[config.mk]
export PLATFORM = sky130hd
export DESIGN_NAME = quad_spi_interrupt_signal_gate
export DESIGN_NICKNAME = d
export VERILOG_FILES = /design/src/irq_gate_pkg.sv /design/src/reg_wr_if.sv /design/src/axil_slave.sv /design/src/quad_spi_interrupt_signal_gate.sv
export SDC_FILE = /design/constraint.sdc
export NUM_CORES = 1
export LEC_CHECK = 0
export ABC_AREA = 0
export CAP_MARGIN = 20
export CORE_MARGIN = 10
export CORE_UTILIZATION = 63
export CTS_CLUSTER_DIAMETER = 40
export DETAILED_ROUTE_END_ITERATION = 16
export DONT_BUFFER_PORTS = 1
export GPL_TIMING_DRIVEN = 1
export HOLD_SLACK_MARGIN = 0.1
export PLACE_DENSITY = 0.79
export SLEW_MARGIN = 20
export SYNTH_ARGS = -nofsm -noshare
export SYNTH_HDL_FRONTEND = slang
export SYNTH_SLANG_ARGS = --single-unit
[constraint.sdc]
create_clock -name clk -period 2.4 [get_ports clk]
set_input_delay 0.48 -clock clk [delete_from_list [all_inputs] [get_ports clk]]
set_output_delay 0.48 -clock clk [all_outputs]
set_load 0.03 [all_outputs]
[src/irq_gate_pkg.sv]
// Purpose: Shared constants for the serial flash interrupt signal gate.
// Assumes: 32-bit AXI4-Lite register bus, one clock.
// Notes:   Offsets are byte addresses.
package irq_gate_pkg;

  localparam int          NUM_EVENTS  = 12;
  localparam logic [11:0] ENABLE_OFF  = 12'h000;
  localparam logic [11:0] STATUS_OFF  = 12'h004;
  localparam logic [11:0] MASK_OFF    = 12'h008;
  localparam logic [11:0] LEVEL_OFF   = 12'h00c;
  localparam logic [11:0] ENABLE_RST  = 12'h000;
  localparam logic [11:0] MASK_RST    = 12'h000;

  localparam int TX_EMPTY_BIT   = 0;
  localparam int TX_FULL_BIT    = 1;
  localparam int TX_THR_BIT     = 2;
  localparam int RX_EMPTY_BIT   = 3;
  localparam int RX_FULL_BIT    = 4;
  localparam int RX_THR_BIT     = 5;
  localparam int CTRL_FULL_BIT  = 6;
  localparam int CTRL_EMPTY_BIT = 7;
  localparam int CTRL_THR_BIT   = 8;
  localparam int DESC_DONE_BIT  = 9;
  localparam int PKT_DONE_BIT   = 10;
  localparam int DMA_ERR_BIT    = 11;

  localparam logic [1:0] RESP_OKAY   = 2'h0;
  localparam logic [1:0] RESP_SLVERR = 2'h2;

endpackage : irq_gate_pkg

[src/reg_wr_if.sv]
// Purpose: Carries one accepted register write from the bus slave.
// Assumes: Single clock domain.
// Notes:   Strobe is a one-cycle pulse.
`timescale 1ns/1ps
interface reg_wr_if;
  logic        wrStrobe;
  logic [11:0] wrAddr;
  logic [31:0] wrData;
  logic [3:0]  wrStrb;
  modport slave (output wrStrobe, output wrAddr, output wrData, output wrStrb);
  modport regs  (input wrStrobe, input wrAddr, input wrData, input wrStrb);
endinterface : reg_wr_if

[src/axil_slave.sv]
// Purpose: AXI4-Lite slave write front end producing write strobes, address, data and byte strobes.
// Assumes: One write and one read outstanding at most.
// Notes:   Write answers one cycle after both address and data are held.
`timescale 1ns/1ps
module axil_slave (
  input  wire logic        clk,
  input  wire logic        reset,
  input  wire logic [11:0] awaddr,
  input  wire logic        awvalid,
  output      logic        awready,
  input  wire logic [31:0] wdata,
  input  wire logic [3:0]  wstrb,
  input  wire logic        wvalid,
  output      logic        wready,
  output      logic        bvalid,
  input  wire logic        bready,
  reg_wr_if.slave          wr
);

  logic        awHeld;
  logic        wHeld;
  logic [11:0] awLatch;
  logic [31:0] wLatch;
  logic [3:0]  sLatch;

  assign awready = !awHeld && !bvalid;
  assign wready  = !wHeld && !bvalid;

  always_ff @(posedge clk) begin
    if (reset) begin
      awHeld <= 1'b0;
      wHeld  <= 1'b0;
    end else if (awHeld && wHeld) begin
      awHeld <= 1'b0;
      wHeld  <= 1'b0;
    end else begin
      if (awvalid && awready) awHeld <= 1'b1;
      if (wvalid && wready) wHeld <= 1'b1;
    end
  end

  always_ff @(posedge clk) begin
    if (reset) begin
      awLatch <= 12'h000;
      wLatch  <= 32'h0000_0000;
      sLatch  <= 4'h0;
    end else begin
      if (awvalid && awready) awLatch <= awaddr;
      if (wvalid && wready) begin
        wLatch <= wdata;
        sLatch <= wstrb;
      end
    end
  end

  always_ff @(posedge clk) begin
    if (reset) begin
      bvalid <= 1'b0;
    end else if (awHeld && wHeld) begin
      bvalid <= 1'b1;
    end else if (bready) begin
      bvalid <= 1'b0;
    end
  end

  assign wr.wrStrobe = awHeld && wHeld;
  assign wr.wrAddr   = awLatch;
  assign wr.wrData   = wLatch;
  assign wr.wrStrb   = sLatch;

endmodule : axil_slave

[src/quad_spi_interrupt_signal_gate.sv]
// Purpose: Per-source interrupt signal gating for a quad serial flash controller.
// Assumes: Events are levels on clk from the controller's own logic.
// Notes:   Enable register gates live conditions; status, mask and level registers added.
`timescale 1ns/1ps
module quad_spi_interrupt_signal_gate #(
  parameter int NUM_EVENTS = irq_gate_pkg::NUM_EVENTS
) (
  input  wire logic        clk,
  input  wire logic        reset,
  input  wire logic [11:0] awaddr,
  input  wire logic        awvalid,
  output      logic        awready,
  input  wire logic [31:0] wdata,
  input  wire logic [3:0]  wstrb,
  input  wire logic        wvalid,
  output      logic        wready,
  output      logic [1:0]  bresp,
  output      logic        bvalid,
  input  wire logic        bready,
  input  wire logic [11:0] araddr,
  input  wire logic        arvalid,
  output      logic        arready,
  output      logic [31:0] rdata,
  output      logic [1:0]  rresp,
  output      logic        rvalid,
  input  wire logic        rready,
  input  wire logic        txEmpty,
  input  wire logic        txFull,
  input  wire logic        txThreshold,
  input  wire logic        rxEmpty,
  input  wire logic        rxFull,
  input  wire logic        rxThreshold,
  input  wire logic        ctrlFull,
  input  wire logic        ctrlEmpty,
  input  wire logic        ctrlThreshold,
  input  wire logic        descriptorDone,
  input  wire logic        packetDone,
  input  wire logic        dmaBusError,
  output      logic        moduleIrq,
  output      logic        statusIrq
);

  if (NUM_EVENTS != irq_gate_pkg::NUM_EVENTS) begin : g_event_count_check
    $error("quad_spi_interrupt_signal_gate supports 12 events only");
  end

  reg_wr_if wr ();

  logic [11:0] sigEnable;
  logic [11:0] status;
  logic [11:0] mask;
  logic [11:0] events;
  logic [11:0] gated;
  logic [11:0] eventsPrev;
  logic        wrIsEnable;
  logic        wrIsStatus;
  logic        wrIsMask;
  logic [1:0]  wrResp;

  function automatic logic [11:0] strobeMerge(input logic [11:0] old, input logic [31:0] data,
                                              input logic [3:0] strb);
    logic [11:0] res;
    res = old;
    if (strb[0]) res[7:0] = data[7:0];
    if (strb[1]) res[11:8] = data[11:8];
    return res;
  endfunction : strobeMerge

  function automatic logic [11:0] strobeMask(input logic [3:0] strb);
    return {{4{strb[1]}}, {8{strb[0]}}};
  endfunction : strobeMask

  axil_slave u_axil_slave (
    .clk     (clk),
    .reset   (reset),
    .awaddr  (awaddr),
    .awvalid (awvalid),
    .awready (awready),
    .wdata   (wdata),
    .wstrb   (wstrb),
    .wvalid  (wvalid),
    .wready  (wready),
    .bvalid  (bvalid),
    .bready  (bready),
    .wr      (wr)
  );

  // Event vector in enable-register bit order.
  always_comb begin
    events = 12'h000;
    events[irq_gate_pkg::DMA_ERR_BIT]    = dmaBusError;
    events[irq_gate_pkg::PKT_DONE_BIT]   = packetDone;
    events[irq_gate_pkg::DESC_DONE_BIT]  = descriptorDone;
    events[irq_gate_pkg::CTRL_THR_BIT]   = ctrlThreshold;
    events[irq_gate_pkg::CTRL_EMPTY_BIT] = ctrlEmpty;
    events[irq_gate_pkg::CTRL_FULL_BIT]  = ctrlFull;
    events[irq_gate_pkg::RX_THR_BIT]     = rxThreshold;
    events[irq_gate_pkg::RX_FULL_BIT]    = rxFull;
    events[irq_gate_pkg::RX_EMPTY_BIT]   = rxEmpty;
    events[irq_gate_pkg::TX_THR_BIT]     = txThreshold;
    events[irq_gate_pkg::TX_FULL_BIT]    = txFull;
    events[irq_gate_pkg::TX_EMPTY_BIT]   = txEmpty;
  end

  assign gated = events & sigEnable;

  assign wrIsEnable = wr.wrStrobe && (wr.wrAddr == irq_gate_pkg::ENABLE_OFF);
  assign wrIsStatus = wr.wrStrobe && (wr.wrAddr == irq_gate_pkg::STATUS_OFF);
  assign wrIsMask   = wr.wrStrobe && (wr.wrAddr == irq_gate_pkg::MASK_OFF);

  // Only bits 11:0 are stored, so upper written bits vanish.
  always_ff @(posedge clk) begin
    if (reset) begin
      sigEnable <= irq_gate_pkg::ENABLE_RST;
    end else if (wrIsEnable) begin
      sigEnable <= strobeMerge(sigEnable, wr.wrData, wr.wrStrb);
    end
  end

  always_ff @(posedge clk) begin
    if (reset) begin
      mask <= irq_gate_pkg::MASK_RST;
    end else if (wrIsMask) begin
      mask <= strobeMerge(mask, wr.wrData, wr.wrStrb);
    end
  end

  // Rising edges of gated events latch; a new edge beats a write-one clear.
  always_ff @(posedge clk) begin
    if (reset) begin
      eventsPrev <= 12'h000;
    end else begin
      eventsPrev <= gated;
    end
  end

  always_ff @(posedge clk) begin
    if (reset) begin
      status <= 12'h000;
    end else begin
      status <= (status & ~(wrIsStatus ? (wr.wrData[11:0] & strobeMask(wr.wrStrb)) : 12'h000))
                | (gated & ~eventsPrev);
    end
  end

  always_ff @(posedge clk) begin
    if (reset) begin
      wrResp <= irq_gate_pkg::RESP_OKAY;
    end else if (wr.wrStrobe) begin
      wrResp <= (wrIsEnable || wrIsStatus || wrIsMask || wr.wrAddr == irq_gate_pkg::LEVEL_OFF)
                ? irq_gate_pkg::RESP_OKAY : irq_gate_pkg::RESP_SLVERR;
    end
  end

  assign bresp = wrResp;

  always_ff @(posedge clk) begin
    if (reset) begin
      moduleIrq <= 1'b0;
    end else begin
      moduleIrq <= |gated;
    end
  end

  assign statusIrq = |(status & mask);

  // Read channel: one cycle from address accept to data.
  assign arready = !rvalid;

  always_ff @(posedge clk) begin
    if (reset) begin
      rvalid <= 1'b0;
      rdata  <= 32'h0000_0000;
      rresp  <= irq_gate_pkg::RESP_OKAY;
    end else if (arvalid && arready) begin
      rvalid <= 1'b1;
      rresp  <= irq_gate_pkg::RESP_OKAY;
      case (araddr)
        irq_gate_pkg::ENABLE_OFF: rdata <= {20'h00000, sigEnable};
        irq_gate_pkg::STATUS_OFF: rdata <= {20'h00000, status};
        irq_gate_pkg::MASK_OFF:   rdata <= {20'h00000, mask};
        irq_gate_pkg::LEVEL_OFF:  rdata <= {20'h00000, events};
        default: begin
          rdata <= 32'h0000_0000;
          rresp <= irq_gate_pkg::RESP_SLVERR;
        end
      endcase
    end else if (rready) begin
      rvalid <= 1'b0;
    end
  end

  a_irq_follows_gate: assert property (@(posedge clk) disable iff (reset)
    ##1 (moduleIrq == |$past(events & sigEnable)))
    else $error("irq does not follow gated events");

  a_disabled_blocked: assert property (@(posedge clk) disable iff (reset)
    (sigEnable == 12'h000) |=> !moduleIrq)
    else $error("irq raised with all enables clear");

  a_dma_err_gate: assert property (@(posedge clk) disable iff (reset)
    (dmaBusError && sigEnable[11]) |=> moduleIrq)
    else $error("dma error not passed");

  a_pkt_done_gate: assert property (@(posedge clk) disable iff (reset)
    (packetDone && sigEnable[10]) |=> moduleIrq)
    else $error("packet done not passed");

  a_desc_done_gate: assert property (@(posedge clk) disable iff (reset)
    (descriptorDone && sigEnable[9]) |=> moduleIrq)
    else $error("descriptor done not passed");

  a_ctrl_thr_gate: assert property (@(posedge clk) disable iff (reset)
    (ctrlThreshold && sigEnable[8]) |=> moduleIrq)
    else $error("control threshold not passed");

  a_ctrl_empty_gate: assert property (@(posedge clk) disable iff (reset)
    (ctrlEmpty && sigEnable[7]) |=> moduleIrq)
    else $error("control empty not passed");

  a_ctrl_full_gate: assert property (@(posedge clk) disable iff (reset)
    (ctrlFull && sigEnable[6]) |=> moduleIrq)
    else $error("control full not passed");

  a_rx_thr_gate: assert property (@(posedge clk) disable iff (reset)
    (rxThreshold && sigEnable[5]) |=> moduleIrq)
    else $error("rx threshold not passed");

  a_rx_full_gate: assert property (@(posedge clk) disable iff (reset)
    (rxFull && sigEnable[4]) |=> moduleIrq)
    else $error("rx full not passed");

  a_rx_empty_gate: assert property (@(posedge clk) disable iff (reset)
    (rxEmpty && sigEnable[3]) |=> moduleIrq)
    else $error("rx empty not passed");

  a_tx_thr_gate: assert property (@(posedge clk) disable iff (reset)
    (txThreshold && sigEnable[2]) |=> moduleIrq)
    else $error("tx threshold not passed");

  a_tx_full_gate: assert property (@(posedge clk) disable iff (reset)
    (txFull && sigEnable[1]) |=> moduleIrq)
    else $error("tx full not passed");

  a_tx_empty_gate: assert property (@(posedge clk) disable iff (reset)
    (txEmpty && sigEnable[0]) |=> moduleIrq)
    else $error("tx empty not passed");

  a_enable_write: assert property (@(posedge clk) disable iff (reset)
    (wrIsEnable && wr.wrStrb == 4'hf) |=> (sigEnable == $past(wr.wrData[11:0])))
    else $error("enable write not stored");

  a_enable_reset: assert property (@(posedge clk)
    reset |=> (sigEnable == 12'h000))
    else $error("enable not cleared by reset");

  a_read_upper_zero: assert property (@(posedge clk) disable iff (reset)
    rvalid |-> (rdata[31:12] == 20'h00000))
    else $error("upper read bits not zero");

  // A new rising edge must land in status even when a clear write meets it.
  a_status_set_wins: assert property (@(posedge clk) disable iff (reset)
    (|(gated & ~eventsPrev)) |=>
      ((status & $past(gated & ~eventsPrev)) == $past(gated & ~eventsPrev)))
    else $error("status bit lost its set");

  a_status_clear: assert property (@(posedge clk) disable iff (reset)
    (wrIsStatus && wr.wrStrb == 4'hf && !(|(gated & ~eventsPrev))) |=>
      ((status & $past(wr.wrData[11:0])) == 12'h000))
    else $error("status bit not cleared by write");

  a_mask_write: assert property (@(posedge clk) disable iff (reset)
    (wrIsMask && wr.wrStrb == 4'hf) |=> (mask == $past(wr.wrData[11:0])))
    else $error("mask write not stored");

  a_other_write_keeps: assert property (@(posedge clk) disable iff (reset)
    !wrIsEnable |=> $stable(sigEnable))
    else $error("enable changed without an enable write");

  a_write_answer: assert property (@(posedge clk) disable iff (reset)
    wr.wrStrobe |=> bvalid)
    else $error("write not answered");

  a_read_answer: assert property (@(posedge clk) disable iff (reset)
    (arvalid && arready) |=> rvalid)
    else $error("read not answered");

  a_busy_refuses: assert property (@(posedge clk) disable iff (reset)
    bvalid |-> (!awready && !wready))
    else $error("write channel open while answer pending");

endmodule : quad_spi_interrupt_signal_gate

==> flow_summary_export.csv, run 1 <==
group,metric,value,unit
routing,drt_first_iter_violations,162,
routing,via_count,2818,
setup_path,path_max_fanout,3,
floorplan,dieHeight,100,um
routing,drcViolationCount,0,
sta,maxSlewHeadroom,0.501,
cells_and_area,nets,474,
sta,hold_viol,0,
yosys,ys_warn_count,0,
setup_path,criticalPathCategory,"flip-flop to output port",
routing,routed_via_density,5.91,
floorplan,initial_core_util,0.644,
cells_and_area,multi_input_area,1940,um2
global_routing,grt_start_max_net_pins,59,
flow_run,maxCapViolCount,0,
global_routing,antenna_found_initial,0,
cells_and_area,antenna_cells,0,
cells_and_area,fill_cells,495,
sta,rsz0062_at_grt,"false",
place,port_buffers,0,
yosys,synth-main-ff-cell,"dfxtp_1",
sta,setup_viol,0,
sta,clock.fmax,0.471,GHz
floorplan,core,6280,um2
place,dpl.cell_count,461,
yosys,synth_top_family_by_area,"multiplexers",
power,pwr_density_cell,703,nW/um2
power,vdd_drop_max,0.440,mV
place,place_hpwl,6720,um
worst_hold_path,hold_path_class,"input port to flip-flop",
clock_tree,clockRootBuffer,"clkbuf_8",
setup_path,cp_data_arrival_time,1640,ps
routing,postRouteAntennaNets,0,
clock_tree,cts_tree,"yes",
floorplan,die_w,100,um
yosys,synth_edf_count,0,
yosys,async_reset_ff_frac,0,
yosys,synth_compound_area_frac,0.0764,
clock_tree,clockBufferDepth,2,
setup_path,critPathSlowestCell,"nand3_1",
power,p_sw,716,uW
yosys,yosys.area.top_type,"dfxtp_1",
clock_tree,htreeDepth,3,
yosys,netlist_top_cells_area,"dfxtp_1 (46%), mux2i_1 (12%), mux4_2 (6.7%)",
clock_tree,cts.sinks,93,
yosys,syn_inst,401,
sta,drv_slew,0,
cells_and_area,finalNonFillerCells,477,
yosys,ys_ff_latch,93,
cells_and_area,areaGrowthSynthToFinish,4.36,%
routing,drt-pass1-iter-count,4,
yosys,synth_top_area_frac,0.460,
clock_tree,ctsHoldBuffers,0,
yosys,syn_avg_cell_area,10.1,um2
routing,finalWirelength,8950,um
power,switching_share,0.241,
floorplan,die_area,10000,um2
sta,fin_crit_sh,0.884,
power,pwr-share-clk,0.371,
yosys,synth.area.mux_share,0.191,
power,leakage,0.00158,uW
sta,fin_tns_setup,0,ps
power,p_seq_frac,0.549,
place,gp_congestion,0.804,
sta,skew,9.26,ps
global_routing,grt_use_total,0.180,
cells_and_area,drive_gt1_frac,0.105,
setup_path,max_stage_delay,380,ps
global_routing,grt_pass1_wl,14700,um
global_routing,grt_overflow_total,0,
routing,avgRoutedWirePerCell,18.8,um
yosys,synth-simple-area-share,0.190,
setup_path,startpoint_type,"flip-flop",
clock_tree,cts_buffers,9,
clock_tree,clock_latency,350,ps
yosys,yosys.area_share.adder,0,
power,internal_power,2250,uW
clock_tree,clkTransAtPathRegs,80,ps
yosys,yosys.cell_types.count,34,
power,comb_power_share,0.080,
yosys,yosysMostFrequentCell,"dfxtp_1",
yosys,syn_area,4040,um2
setup_path,cp-end-kind,"output port",
cells_and_area,regArea,1860,um2
floorplan,rows,29,
yosys,seq_area_frac_synth,0.460,
yosys,synthXorXnorAreaFrac,0,
sta,worstMarginPinSlew,745,ps
clock_tree,ctsResizeCount,0,
sta,min_period,2120,ps
setup_path,worstPathRequired,1920,ps
yosys,synth_common_cells,"dfxtp_1 (93), mux2i_1 (50), nand2_1 (49), nor2_1 (45), buf_4 (22)",
clock_tree,postCtsSetupRepairBufs,0,
run_status,status,"finished, final reports clean",
global_routing,grt_pass1_vias,2873,
setup_path,cp_cell_sequence,"a22o_1, a221oi_1, nand3_1",
floorplan,io_pins,122,
## metal layers
| layer | GRT usage | vias to the layer above | part of all wire |
|---|---|---|---|
| met1 | 0.203 | 1329 | 0.38 |
| met2 | 0.288 | 122 | 0.47 |
| li1 | - | 1358 | - |
| met3 | 0.0913 | 9 | 0.13 |
| met5 | 0 | - | 0 |
| met4 | 0.0674 | 0 | 0.013 |
## final cells by class
cell class,count,share of cell area
multi-input combinational,269,0.460
sequential,93,0.441
clock buffer,10,0.0302
tap,77,0.0228
clock inverter,6,0.0208
inverter,16,0.0142
timing repair buffer,6,0.0107
## per-stage QoR
stage	area (um2)	setup WS (ps)	total power [uW]	hold WS, ps	util
global placement	4010	443	1890	460	0.638
CTS	4220	269	2990	182	0.672
finish	4220	278	2970	202	0.672
floorplan	4120	545	1910	446	-
global route	4220	181	3080	182	0.672
detailed placement	4010	416	1900	471	0.638
## worst max-delay path: cells and delay by family (launching register included)
family,cells,cell delay (ps)
compound gates,2,570
flops,1,340
simple gates,1,380
## cell usage in the layout (no fill, tap or decap), types with 12 or more instances in the layout
cell type	instances
dfxtp_1	93
nand3b_1	16
mux2i_1	50
a311oi_1	12
o2bb2ai_1	12
conb_1	22
nor2_1	45
inv_1	16
mux4_2	12
nand2_1	49
nor2b_1	13
## cell families (layout without fill, tap and decap cells)
family | after synthesis | count (layout)
multiplexers | 62 | 62
other | 1 | 22
AO/OA/AOI/OAI | 37 | 37
flip-flops | 93 | 93
buffers and inverters | 60 | 38
AND/OR/NAND/NOR | 148 | 148
## power groups by stage
stage | sequential, uW | clock, uW | combinational [uW]
6_report | 1630 | 1100 | 238
5_1_grt | 1630 | 1180 | 260
4_1_cts | 1630 | 1130 | 237
3_5_place_dp | 1660 | 0 | 236
3_3_place_gp | 1660 | 0 | 228
2_1_floorplan | 1650 | 0 | 265
## state kept, by name, summed over array words and instances, names as in the netlist, 2 cells and up
| register | cells |
|---|---|
| eventsPrev | 12 |
| mask | 12 |
| rdata | 12 |
| sigEnable | 12 |
| status | 12 |
| u_axil_slave.wr.wrAddr | 12 |
| u_axil_slave.wr.wrData | 12 |
| u_axil_slave.wr.wrStrb | 2 |
## path summary, 6_finish.rpt
kind	from	endpoint	slack, ps	cells past startpoint
max	status[0]$_SDFF_PP0_	statusIrq	280	3
min reg2reg	mask[3]$_SDFFE_PP0P_	mask[3]$_SDFFE_PP0P_	480	2
min	reset	rvalid$_SDFFE_PP0P_	200	1
max reg2reg	u_axil_slave.wr.wrAddr[0]$_SDFFE_PP0P_	mask[11]$_SDFFE_PP0P_	390	3
(Power assumes the default switching activity.)
==> inputs of run 2 (changes only) <==
PLACE_DENSITY = 0.77   (was 0.79)
==> flow_summary_export.csv, run 2 (synthesis gave the netlist of run 1 again) <==
group,metric,value,unit
run_status,status,"finished, final reports clean",
cells_and_area,drive_gt1_frac,0.103,
clock_tree,postCtsSetupRepairBufs,0,
routing,avgRoutedWirePerCell,18.6,um
sta,clock.fmax,0.472,GHz
floorplan,io_pins,122,
routing,via_count,2776,
cells_and_area,utilization,0.670,
clock_tree,htreeDepth,3,
clock_tree,ctsResizeCount,0,
floorplan,rows,29,
global_routing,antenna_found_initial,0,
power,vdd_drop_max,0.395,mV
routing,drcViolationCount,0,
routing,drt_first_iter_violations,118,
floorplan,core,6280,um2
floorplan,dieHeight,100,um
cells_and_area,final_cell_mix,"dfxtp_1 (93), mux2i_1 (50), nand2_1 (49)",
setup_path,path_max_fanout,3,
worst_hold_path,hold_depth,1,
flow_run,maxCapViolCount,0,
sta,min_period,2120,ps
setup_path,r2r_start,"u_axil_slave.wr.wrAddr[0]$_SDFFE_PP0P_",
sta,fin_crit_sh,0.883,
cells_and_area,areaGrowthSynthToFinish,4.05,%
worst_hold_path,hold_path_class,"input port to flip-flop",
sta,rsz0062_at_grt,"false",
sta,drv_slew,0,
sta,maxSlewHeadroom,0.497,
setup_path,criticalPathCategory,"flip-flop to output port",
clock_tree,clkTransAtPathRegs,90,ps
routing,routed_via_density,5.82,
worst_hold_path,hold_end,"eventsPrev[0]$_SDFF_PP0_",
routing,drt-pass1-iter-count,5,
clock_tree,cts.sinks,93,
cells_and_area,fill_cells,482,
floorplan,die_w,100,um
cells_and_area,nets,474,
power,p_total,2920,uW
setup_path,rr_endpoint,"mask[11]$_SDFFE_PP0P_",
global_routing,grt_overflow_total,0,
setup_path,cp-end-kind,"output port",
sta,fin_tns_setup,0,ps
floorplan,die_area,10000,um2
setup_path,startpoint_type,"flip-flop",
floorplan,initial_core_util,0.644,
global_routing,grt_pass1_wl,14500,um
cells_and_area,antenna_cells,0,
worst_hold_path,hp-start,"reset",
clock_tree,clockBufferDepth,2,
clock_tree,cts_tree,"yes",
cells_and_area,multi_input_area,1940,um2
place,gp_congestion,0.810,
setup_path,reg2reg_depth,3,
cells_and_area,mostFrequentLayoutCell,"dfxtp_1",
routing,postRouteAntennaNets,0,
clock_tree,ctsHoldBuffers,0,
clock_tree,clockRootBuffer,"clkbuf_8",
place,port_buffers,0,
setup_path,cp_data_arrival_time,1640,ps
routing,finalWirelength,8880,um
clock_tree,cts_buffers,9,
global_routing,grt_use_total,0.179,
setup_path,worstPathRequired,1920,ps
cells_and_area,regArea,1860,um2
place,place_hpwl,6520,um
power,leakage,0.00159,uW
global_routing,grt_pass1_vias,2820,
setup_path,r2r_slack,360,ps
sta,skew,10.2,ps
sta,setup_viol,0,
power,pwr_density_cell,693,nW/um2
global_routing,grt_start_max_net_pins,59,
sta,worstMarginPinSlew,751,ps
clock_tree,clock_latency,350,ps
sta,hold_viol,0,
[run 2: cell types whose count changed in the layout (fill, tap and decap cells not counted)]
cell	before	now
bufinv_16	2	1
clkbuf_1	1	2
clkbuf_8	9	11
clkinv_4	0	1
clkinvlp_4	3	0
[run 2: final cells by class]
class                   count  area share
clock inverters             3      0.0104
inverters                  16      0.0143
multi-input cells         269       0.461
clock buffers              13      0.0378
well taps                  77      0.0229
flip-flops and latches     93       0.442
repair buffers              6      0.0107
[run 2: where the power goes]
group | switching, uW | leakage [uW] | internal (uW)
logic | 152 | 0.000729 | 85.0
registers | 46.5 | 0.000754 | 1580
clock network | 511 | 0.000104 | 540
[run 2: per-stage QoR]
step,hold slack (ps),instances,setup WS [ps],cell area (um2)
6_report,197,477,281,4210
5_1_grt,186,477,243,4210
4_1_cts,182,477,245,4210
3_5_place_dp,468,461,402,4010
3_3_place_gp,459,461,450,4010
2_1_floorplan,446,422,545,4120
[run 2: worst max path at each step]
| stage | from | to | slack [ps] | cells past startpoint |
|---|---|---|---|---|
| 2_1_floorplan | u_axil_slave.wr.wrAddr[6]$_SDFFE_PP0P_ | mask[0]$_SDFFE_PP0P_ | 540 | 5 |
| 3_3_place_gp | u_axil_slave.wr.wrAddr[0]$_SDFFE_PP0P_ | mask[10]$_SDFFE_PP0P_ | 450 | 3 |
| 3_5_place_dp | u_axil_slave.wr.wrAddr[0]$_SDFFE_PP0P_ | mask[11]$_SDFFE_PP0P_ | 400 | 3 |
| 4_1_cts | status[0]$_SDFF_PP0_ | statusIrq | 240 | 3 |
| 5_1_grt | status[0]$_SDFF_PP0_ | statusIrq | 240 | 3 |
| 6_report | status[0]$_SDFF_PP0_ | statusIrq | 280 | 3 |
[run 2: routing by layer]
metal | wire (um) | global-route usage | vias to the layer above
li1 | - | - | 1355
met1 | 3600 | 0.212 | 1312
met2 | 4090 | 0.280 | 103
met3 | 1090 | 0.0797 | 6
met4 | 93 | 0.0717 | 0
met5 | 0 | 0 | -
[run 2: worst max-delay path, cell delays in order, from the launching register on]
cell,delay [ps]
dfxtp_1,340
a22o_1,240
a221oi_1,330
nand3_1,380
